<file path="src/dadc_pkg.sv">
package dadc_pkg;
	// Code width and channel count
	localparam int CODE_W = 10;
	localparam int NCHAN = 2;

	// Register byte addresses
	localparam logic [7:0] STATUS_ADDR = 8'h00;
	localparam logic [7:0] SLEEP_WAKE_ADDR = 8'h04;

	// Status register field positions
	localparam int ST_PWR_A_LSB = 0;
	localparam int ST_PWR_B_LSB = 2;
	localparam int ST_TWOS_BIT = 4;
	localparam int ST_DCS_BIT = 5;
	localparam int ST_LOCK_A_BIT = 6;
	localparam int ST_LOCK_B_BIT = 7;
	localparam int ST_SWAP_BIT = 8;
	localparam int WAKE_W = 24;

	// Output codes, offset binary, before format conversion
	localparam logic [9:0] CODE_MAX = 10'h3FF;
	localparam logic [9:0] CODE_MIN = 10'h000;

	// Four-level configuration input encoding
	localparam logic [1:0] MODE_GND = 2'h0;
	localparam logic [1:0] MODE_THIRD = 2'h1;
	localparam logic [1:0] MODE_TWO_THIRDS = 2'h2;
	localparam logic [1:0] MODE_FULL = 2'h3;

	// Timing figures and derived counts
	localparam int CLK_PERIOD_NS = 8;
	localparam int NAP_WAKE_SAMPLES = 100;
	localparam int DCS_LOCK_SAMPLES = 100;
	localparam int MIN_RATE_PERIOD_NS = 1000;
	localparam int CLK_STOP_NS = 2 * MIN_RATE_PERIOD_NS;
	localparam int CLK_STOP_CYC = CLK_STOP_NS / CLK_PERIOD_NS;
	localparam int SLEEP_WAKE_NS = 1000000;
	localparam int SLEEP_WAKE_CYC_DEF = SLEEP_WAKE_NS / CLK_PERIOD_NS;

	// Per-channel power state, Gray along run-nap-recover
	typedef enum logic [1:0] {
		DADC_RUN = 2'b00,
		DADC_NAP = 2'b01,
		DADC_RECOVER = 2'b11,
		DADC_SLEEP = 2'b10
	} dadc_pwr_e;
endpackage

</file>
<file path="src/dadc_output_ctrl.sv">
// Design decisions made here: the register addresses and the Wishbone register port.
`timescale 1ns/10ps
`default_nettype none
module dadc_output_ctrl #(
	parameter logic [dadc_pkg::WAKE_W-1:0] SLEEP_WAKE_CYC =
		dadc_pkg::WAKE_W'(dadc_pkg::SLEEP_WAKE_CYC_DEF)
) (
	input wire logic clk_i,
	input wire logic sys_rst_i,
	input wire logic wb_cyc_i,
	input wire logic wb_stb_i,
	input wire logic wb_we_i,
	input wire logic [7:0] wb_adr_i,
	input wire logic [3:0] wb_sel_i,
	input wire logic [31:0] wb_dat_i,
	output logic [31:0] wb_dat_o,
	output logic wb_ack_o,
	input wire logic [1:0] mode_level_i,
	input wire logic bus_swap_select_i,
	input wire logic chan_a_sample_clock_i,
	input wire logic chan_b_sample_clock_i,
	input wire logic chan_a_output_enable_n_i,
	input wire logic chan_b_output_enable_n_i,
	input wire logic chan_a_power_down_request_i,
	input wire logic chan_b_power_down_request_i,
	input wire logic [dadc_pkg::CODE_W-1:0] chan_a_raw_code_i,
	input wire logic [dadc_pkg::CODE_W-1:0] chan_b_raw_code_i,
	input wire logic chan_a_over_range_i,
	input wire logic chan_b_over_range_i,
	input wire logic chan_a_under_range_i,
	input wire logic chan_b_under_range_i,
	output logic [dadc_pkg::CODE_W-1:0] bus_a_code_o,
	output logic [dadc_pkg::CODE_W-1:0] bus_b_code_o,
	output logic bus_a_overflow_flag_o,
	output logic bus_b_overflow_flag_o,
	output logic bus_a_oe_o,
	output logic bus_b_oe_o,
	output logic bus_a_data_valid_o,
	output logic bus_b_data_valid_o
);
	import dadc_pkg::*;

	// Counter widths sized to the recovery, lock and stop counts
	localparam logic [6:0] NAP_WAKE = 7'(NAP_WAKE_SAMPLES);
	localparam logic [6:0] DCS_LOCK = 7'(DCS_LOCK_SAMPLES);
	localparam logic [8:0] STOP_CYC = 9'(CLK_STOP_CYC);

	// Whole block state, registered in one place
	typedef struct packed {
		// Pins sampled once per clock
		logic [1:0] mode;
		logic swap;
		logic [1:0] clk_prev;
		// Power state and recovery count per channel
		dadc_pwr_e [1:0] pwr;
		logic [1:0] wake_by_sample;
		logic [1:0][WAKE_W-1:0] wake_cnt;
		// Stabilizer lock tracking per channel
		logic [1:0][8:0] idle_cnt;
		logic [1:0][6:0] lock_cnt;
		logic [1:0] locked;
		// Converted results and the two output buses
		logic [1:0][CODE_W-1:0] code;
		logic [1:0] flag;
		logic [CODE_W-1:0] bus_a_code;
		logic [CODE_W-1:0] bus_b_code;
		logic bus_a_flag;
		logic bus_b_flag;
		logic bus_a_oe;
		logic bus_b_oe;
		logic bus_a_valid;
		logic bus_b_valid;
		// Register interface: wake count, ack and read data
		logic [WAKE_W-1:0] sleep_wake;
		logic ack;
		logic [31:0] rdata;
	} dadc_state_s;

	// Registered state and its next value
	dadc_state_s st_ff;
	dadc_state_s nxt_st;

	// Per-channel pins as two-bit groups, bit 0 is channel A
	logic [1:0] samp_clk;
	logic [1:0] oe_n;
	logic [1:0] pd_req;
	logic [1:0][CODE_W-1:0] raw;
	logic [1:0] over;
	logic [1:0] under;

	// Gather the per-channel pins into indexable groups
	assign samp_clk = {chan_b_sample_clock_i, chan_a_sample_clock_i};
	assign oe_n = {chan_b_output_enable_n_i, chan_a_output_enable_n_i};
	assign pd_req = {chan_b_power_down_request_i, chan_a_power_down_request_i};
	assign raw = {chan_b_raw_code_i, chan_a_raw_code_i};
	assign over = {chan_b_over_range_i, chan_a_over_range_i};
	assign under = {chan_b_under_range_i, chan_a_under_range_i};

	// Next state of the whole block
	always_comb begin
		logic twos;
		logic dcs_on;
		logic edge_seen;
		logic [CODE_W-1:0] ob;
		logic [1:0] active;
		logic [1:0] ready;
		// Scratch values start from zero on every pass
		twos = 1'b0;
		dcs_on = 1'b0;
		edge_seen = 1'b0;
		ob = '0;
		active = '0;
		ready = '0;
		// Hold all state unless a branch below changes it
		nxt_st = st_ff;

		// Pins sampled once per clock
		nxt_st.mode = mode_level_i;
		nxt_st.swap = bus_swap_select_i;
		nxt_st.clk_prev = samp_clk;

		// Shared setting, same for both channels
		twos = (st_ff.mode == MODE_TWO_THIRDS) || (st_ff.mode == MODE_FULL);
		dcs_on = (st_ff.mode == MODE_THIRD) || (st_ff.mode == MODE_TWO_THIRDS);
		for (int c = 0; c < NCHAN; c++) begin
			// Rising sample edge: pin high now, low one clock ago
			edge_seen = samp_clk[c] && !st_ff.clk_prev[c];

			// Stabilizer relock after a stopped sample clock
			if (edge_seen) begin
				nxt_st.idle_cnt[c] = '0;
				if (st_ff.lock_cnt[c] != '0) begin
					nxt_st.lock_cnt[c] = st_ff.lock_cnt[c] - 7'h01;
				end else begin
					nxt_st.locked[c] = 1'b1;
				end
			end else if (st_ff.idle_cnt[c] != STOP_CYC) begin
				// No edge yet: count the quiet clocks
				nxt_st.idle_cnt[c] = st_ff.idle_cnt[c] + 9'h001;
			end else begin
				// Clock stopped too long: drop lock and reload the count
				nxt_st.locked[c] = 1'b0;
				nxt_st.lock_cnt[c] = DCS_LOCK;
			end

			// Power state from this channel's own pins only
			if (pd_req[c]) begin
				nxt_st.pwr[c] = oe_n[c] ? DADC_SLEEP : DADC_NAP;
			end else begin
				case (st_ff.pwr[c])
					DADC_RUN: begin
						nxt_st.pwr[c] = DADC_RUN;
					end
					DADC_NAP: begin
						// Reference stayed up: count sample edges
						nxt_st.pwr[c] = DADC_RECOVER;
						nxt_st.wake_by_sample[c] = 1'b1;
						nxt_st.wake_cnt[c] = WAKE_W'(NAP_WAKE);
					end
					DADC_SLEEP: begin
						// Reference restarts: count clocks from the register
						nxt_st.pwr[c] = DADC_RECOVER;
						nxt_st.wake_by_sample[c] = 1'b0;
						nxt_st.wake_cnt[c] = st_ff.sleep_wake;
					end
					DADC_RECOVER: begin
						// Back to run one clock after the count empties
						if (st_ff.wake_cnt[c] == '0) begin
							nxt_st.pwr[c] = DADC_RUN;
						end else if (edge_seen || !st_ff.wake_by_sample[c]) begin
							nxt_st.wake_cnt[c] = st_ff.wake_cnt[c] - WAKE_W'(1);
						end
					end
					default: begin
						nxt_st.pwr[c] = DADC_RUN;
					end
				endcase
			end

			// Convert on each rising sample edge while powered
			active[c] = (st_ff.pwr[c] == DADC_RUN) || (st_ff.pwr[c] == DADC_RECOVER);
			if (edge_seen && active[c]) begin
				// Saturate on a range error, over before under
				if (over[c]) begin
					ob = CODE_MAX;
				end else if (under[c]) begin
					ob = CODE_MIN;
				end else begin
					ob = raw[c];
				end
				nxt_st.code[c] = {ob[CODE_W-1] ^ twos, ob[CODE_W-2:0]};
				nxt_st.flag[c] = over[c] || under[c];
			end

			// Valid needs run, and lock while the stabilizer is on
			ready[c] = (st_ff.pwr[c] == DADC_RUN) && (!dcs_on || st_ff.locked[c]);
		end

		// Bus swap, one clock of fixed latency on both buses
		if (st_ff.swap) begin
			// Straight through: channel A on bus A
			nxt_st.bus_a_code = st_ff.code[0];
			nxt_st.bus_b_code = st_ff.code[1];
			nxt_st.bus_a_flag = st_ff.flag[0];
			nxt_st.bus_b_flag = st_ff.flag[1];
			nxt_st.bus_a_valid = ready[0];
			nxt_st.bus_b_valid = ready[1];
		end else begin
			// Exchanged: channel A on bus B
			nxt_st.bus_a_code = st_ff.code[1];
			nxt_st.bus_b_code = st_ff.code[0];
			nxt_st.bus_a_flag = st_ff.flag[1];
			nxt_st.bus_b_flag = st_ff.flag[0];
			nxt_st.bus_a_valid = ready[1];
			nxt_st.bus_b_valid = ready[0];
		end

		// Each bus drives only with its enable low and its channel awake
		// Sleep and nap release the bus whatever the enable pin says
		nxt_st.bus_a_oe = !oe_n[0] && !pd_req[0] && active[0];
		nxt_st.bus_b_oe = !oe_n[1] && !pd_req[1] && active[1];

		// Wishbone slave, one wait state, ack dropped after one cycle
		nxt_st.ack = wb_cyc_i && wb_stb_i && !st_ff.ack;
		nxt_st.rdata = '0;
		// A write lands at the edge that samples ack, while the master still holds it
		if (wb_cyc_i && wb_stb_i && wb_we_i && st_ff.ack) begin
			if (wb_adr_i == SLEEP_WAKE_ADDR) begin
				// Only the three low byte lanes hold the wake count
				for (int b = 0; b < 3; b++) begin
					if (wb_sel_i[b]) begin
						nxt_st.sleep_wake[b*8 +: 8] = wb_dat_i[b*8 +: 8];
					end
				end
			end
		end
		// Read data is captured with ack so both stand in the same cycle
		if (wb_cyc_i && wb_stb_i && !wb_we_i && !st_ff.ack) begin
			if (wb_adr_i == STATUS_ADDR) begin
				nxt_st.rdata[ST_PWR_A_LSB +: 2] = st_ff.pwr[0];
				nxt_st.rdata[ST_PWR_B_LSB +: 2] = st_ff.pwr[1];
				nxt_st.rdata[ST_TWOS_BIT] = twos;
				nxt_st.rdata[ST_DCS_BIT] = dcs_on;
				nxt_st.rdata[ST_LOCK_A_BIT] = st_ff.locked[0];
				nxt_st.rdata[ST_LOCK_B_BIT] = st_ff.locked[1];
				nxt_st.rdata[ST_SWAP_BIT] = st_ff.swap;
			end else if (wb_adr_i == SLEEP_WAKE_ADDR) begin
				nxt_st.rdata = {{(32-WAKE_W){1'b0}}, st_ff.sleep_wake};
			end
		end
	end

	// State register
	always_ff @(posedge clk_i or posedge sys_rst_i) begin
		if (sys_rst_i) begin
			// Run state, unlocked, full lock count, wake count from the parameter
			st_ff <= '0;
			st_ff.sleep_wake <= SLEEP_WAKE_CYC;
			st_ff.lock_cnt <= {DCS_LOCK, DCS_LOCK};
		end else begin
			// One update per clock for the whole block
			st_ff <= nxt_st;
		end
	end

	// Outputs straight from the state
	assign wb_dat_o = st_ff.rdata;
	assign wb_ack_o = st_ff.ack;

	// Data buses, flags, enables and valid flags
	assign bus_a_code_o = st_ff.bus_a_code;
	assign bus_b_code_o = st_ff.bus_b_code;
	assign bus_a_overflow_flag_o = st_ff.bus_a_flag;
	assign bus_b_overflow_flag_o = st_ff.bus_b_flag;
	assign bus_a_oe_o = st_ff.bus_a_oe;
	assign bus_b_oe_o = st_ff.bus_b_oe;
	assign bus_a_data_valid_o = st_ff.bus_a_valid;
	assign bus_b_data_valid_o = st_ff.bus_b_valid;
endmodule
`default_nettype wire

</file>
<file path="config.mk">
export PLATFORM = sky130hd
export DESIGN_NAME = dadc_output_ctrl
export DESIGN_NICKNAME = d
export VERILOG_FILES = /design/src/dadc_pkg.sv /design/src/dadc_output_ctrl.sv
export SDC_FILE = /design/constraint.sdc
export NUM_CORES = 1
export LEC_CHECK = 0
export ABC_AREA = 1
export BUFFER_PORTS_ARGS = -buffer_cell sky130_fd_sc_hd__buf_2
export CORE_UTILIZATION = 40
export DETAILED_ROUTE_END_ITERATION = 7
export PLACE_DENSITY = 0.65
export SLEW_MARGIN = 20
export SYNTH_ARGS = -nofsm -noshare
export SYNTH_HDL_FRONTEND = slang
export SYNTH_SLANG_ARGS = --single-unit
</file>
<file path="constraint.sdc">
create_clock -name clk_i -period 8.14 [get_ports clk_i]
set_clock_uncertainty 0.1 [all_clocks]
set_input_delay 1.628 -clock clk_i [delete_from_list [all_inputs] [get_ports clk_i]]
set_output_delay 1.628 -clock clk_i [all_outputs]
set_load 0.02 [all_outputs]
</file>
==> impl_metrics.toml <==
[pwr]
power.static_leakage_uw = 0.00600
vdd_drop_max_v = 0.000139
cellPowerDensity_mw_per_mm2 = 325
post-layout-total-power_uw = 3720

[place]
dp_hpwl_mm = 17.8
finalWeightedCongestion = 0.831
place_worst_setup_slack_ps = 4510
buffer_ports.inserted = 123
post-place-cells = 1741

[synthesis]
synth_enable_flop_cells = 0
synth_top_flop_cell = "sky130_fd_sc_hd__dfrtp_1"
post_synth_num_cell_types = 40
synth_cells = 1364
synth_top_cell_by_area = "sky130_fd_sc_hd__dfrtp_1"
synthArstFlopShare_pct = 100
ys_seq_elements = 190
synth_seq_area_share_pct = 46.2
synthMostInstantiatedCell = "sky130_fd_sc_hd__nand2_1"
synth_top_cells_by_count = "sky130_fd_sc_hd__nand2_1 (440), sky130_fd_sc_hd__dfrtp_1 (177), sky130_fd_sc_hd__inv_1 (150)"
post-synth-top-area-fraction_pct = 42.8
netlist_top_cells_area = "sky130_fd_sc_hd__dfrtp_1 (43%), sky130_fd_sc_hd__nand2_1 (16%), sky130_fd_sc_hd__o21ai_0 (5.7%), sky130_fd_sc_hd__inv_1 (5.4%), sky130_fd_sc_hd__nand3_1 (5.0%)"
synth_area_mm2 = 0.0103
postSynthAreaPerCell_um2 = 7.58
yosysWarningCount = 0

[global_route]
first_global_vias = 8165
pin_count_of_the_biggest_net_entering_global_routing = 118
grt_pass1_wl_mm = 41.2
grtUsageTotal_pct = 19.8
antenna_found_initial = 2
grt.overflow.total = 0

[worst_setup_path]
number_of_cells_traversed_by_the_worst_register_to_register_path = 7
setup.worst_path.start_class = "input pin"
crit_path_max_fanout = 27
crit_path_cell_trace = "buf_2 > inv_1 > nor2_2 > inv_2 > nand2_1 > o21bai_1 > nand3b_4 > inv_2 > nand2_1 > nand2_1"
timing.reg2reg.setup_slack_ps = 5340
worstPathArrival_ps = 3440
critical_path.reg2reg.endpoint = "st_ff[148]$_DFFE_PP0P_"
critical-path-top-cell-by-count = "sky130_fd_sc_hd__nand2_1"
timing.critical_path.required_ps = 8410
worst_r2r_startpoint = "st_ff[190]$_DFFE_PP0P_"
cp_slowest_stage_delay_ps = 460
critical_path.endpoint_type = "register"
timing.critical_path.to = "st_ff[148]$_DFFE_PP0P_"
criticalPathCategory = "in -> reg"
critPathSlowestCell = "sky130_fd_sc_hd__inv_2"
timing.critical_path.from = "chan_a_sample_clock_i"

[finish]
number_of_standard_cells_in_the_final_layout_excluding_fillers = 1774
final_layout_size_suffix_gt1_share_pct = 13.4
layout.nets = 1534
synthToLayoutAreaGrowth_pct = 10.6
fillerInstances = 2515

[floorplan]
rows = 58
design.core.area_mm2 = 0.0253
start_util_pct = 40.9
die_width_um = 163
die_h_um = 163
die_area_mm2 = 0.0265
floorplan.io_pins = 141

[worst_hold_path]
worst_hold_path_startpoint = "st_ff[44]$_DFFE_PP1P_"
holdCritPathClass = "reg -> reg"

[sta]
fmax_mhz = 316
rsz0062_at_grt = "no"
timing.final.crit_share_pct = 38.9
final_max_tran_viols = 0
hold_slack_ps = 366
timing.slew.headroom_pct = 31.7
report.final.hold_viol_count = 0
worst_pin_slew_ps = 1020
post-route-min-period_ps = 3170
finalWorstSetupSlack_ps = 4970
setup_viol_count_final = 0
tns_ps = 0

[flow_run]
max-cap-violations = 0

[clocking]
cts_tree = "built"
clockRootBuffer = "sky130_fd_sc_hd__clkbuf_16"
cts.path.max_buffers = 2
postCtsSetupBuffers = 0
tritoncts_num_sinks = 190
hold_buffer_count_at_cts = 0
tritoncts.num_buffers = 17
htreeDepth = 4
clk_pin_slew_worst_paths_ps = 70
cts_resized = 0
clock_latency_on_the_worst_skew_pair_ps = 450

[routing]
drt_first_iter_violations = 664
ant_nets = 0
dr.pass1.iters = 5
detail_route.wirelength_mm = 25.3
via_per_inst = 4.92
drc = 0
drt-wirelength-per-cell_um = 14.3
detailroute.via_count = 8723

[status]
status = "finished clean"
-- state kept, by name, indices dropped and copies added (netlist names) --
signal and cells:
bus_a_data_valid_o 1, bus_b_data_valid_o 1, bus_b_code_o 10, wb_ack_o 1
bus_a_code_o 10, bus_a_overflow_flag_o 1, bus_b_overflow_flag_o 1, wb_dat_o 24
bus_a_oe_o 1, bus_b_oe_o 1, st_ff 139
-- metal layers --
metal	vias to the layer above	track usage, %	part of all wire [%]
met4	4	5.31	1.5
met3	26	4.41	6.0
met2	225	32.1	47
met1	4074	26.6	46
met5	-	0	0.087
li1	4394	-	-
-- cell type report --
class	instances	area (µm²)	share of cell area, %
flip-flops and latches	190	4770	41.7
well taps	330	413	3.61
diodes	1	2.50	0.0219
repair buffers	128	653	5.71
inverters	154	586	5.12
multi-input cells	939	4420	38.6
clock inverters	14	163	1.42
clock buffers	18	429	3.75
-- worst max-delay path: cells and delay by family --
family                 cells  cell delay [ps]
AOI/OAI and AO/OA          1               60
and+or+nand+nor            5              950
buffers and inverters      4              780
-- kinds of logic (layout without fill, tap and decap cells) --
| group | after synthesis | in the layout | share of synthesized area, % |
|---|---|---|---|
| xor gates and xnor gates | 17 | 17 | 1.44 |
| other | 1 | 9 | 0.0363 |
| adders and majority gates | 22 | 22 | 2.66 |
| AOI/OAI and AO/OA | 162 | 162 | 8.13 |
| buffers and inverters | 242 | 314 | 11.4 |
| DFF | 190 | 190 | 46.2 |
| and+or+nand+nor | 729 | 729 | 30.1 |
| muxes | 1 | 1 | 0.0968 |
-- per-stage QoR --
stage | cell area [µm²] | utilization, %
after floorplan | 10400 | -
final | 11400 | 45.3
after CTS | 11400 | 45.3
after global placement | 10800 | 42.9
after detailed placement | 10800 | 42.9
after global routing | 11400 | 45.3
-- power breakdown --
group	switching (µW)	leakage, µW	internal [µW]
sequential	178	0.00245	1180
combinational	1030	0.00326	478
clock	426	0.000289	417
total	1640	0.00600	2080
-- worst min path at each step --
stage / cells past startpoint / to / slack, ps
6_report: 2 / st_ff[44]$_DFFE_PP1P_ / 370
5_1_grt: 2 / st_ff[47]$_DFFE_PP1P_ / 380
3_5_place_dp: 2 / st_ff[44]$_DFFE_PP1P_ / 360
4_1_cts: 2 / st_ff[44]$_DFFE_PP1P_ / 370
2_1_floorplan: 2 / st_ff[42]$_DFFE_PP0P_ / 340
3_3_place_gp: 2 / st_ff[47]$_DFFE_PP1P_ / 350
-- cells in the final DEF, fill, tap and decap left out, types with 7 or more instances in the layout --
| cell | instances |
|---|---|
| sky130_fd_sc_hd__xor2_1 | 11 |
| sky130_fd_sc_hd__o22ai_1 | 7 |
| sky130_fd_sc_hd__conb_1 | 8 |
| sky130_fd_sc_hd__inv_1 | 149 |
| sky130_fd_sc_hd__clkbuf_16 | 17 |
| sky130_fd_sc_hd__a21oi_1 | 29 |
| sky130_fd_sc_hd__dfrtp_1 | 177 |
| sky130_fd_sc_hd__nand2_1 | 440 |
| sky130_fd_sc_hd__o21ai_0 | 117 |
| sky130_fd_sc_hd__nand3_1 | 104 |
| sky130_fd_sc_hd__buf_2 | 123 |
| sky130_fd_sc_hd__ha_1 | 22 |
| sky130_fd_sc_hd__dfstp_2 | 13 |
| sky130_fd_sc_hd__nor3_1 | 21 |
| sky130_fd_sc_hd__nor2_1 | 115 |
| sky130_fd_sc_hd__nand4_1 | 22 |
(Power assumes the default switching activity.)
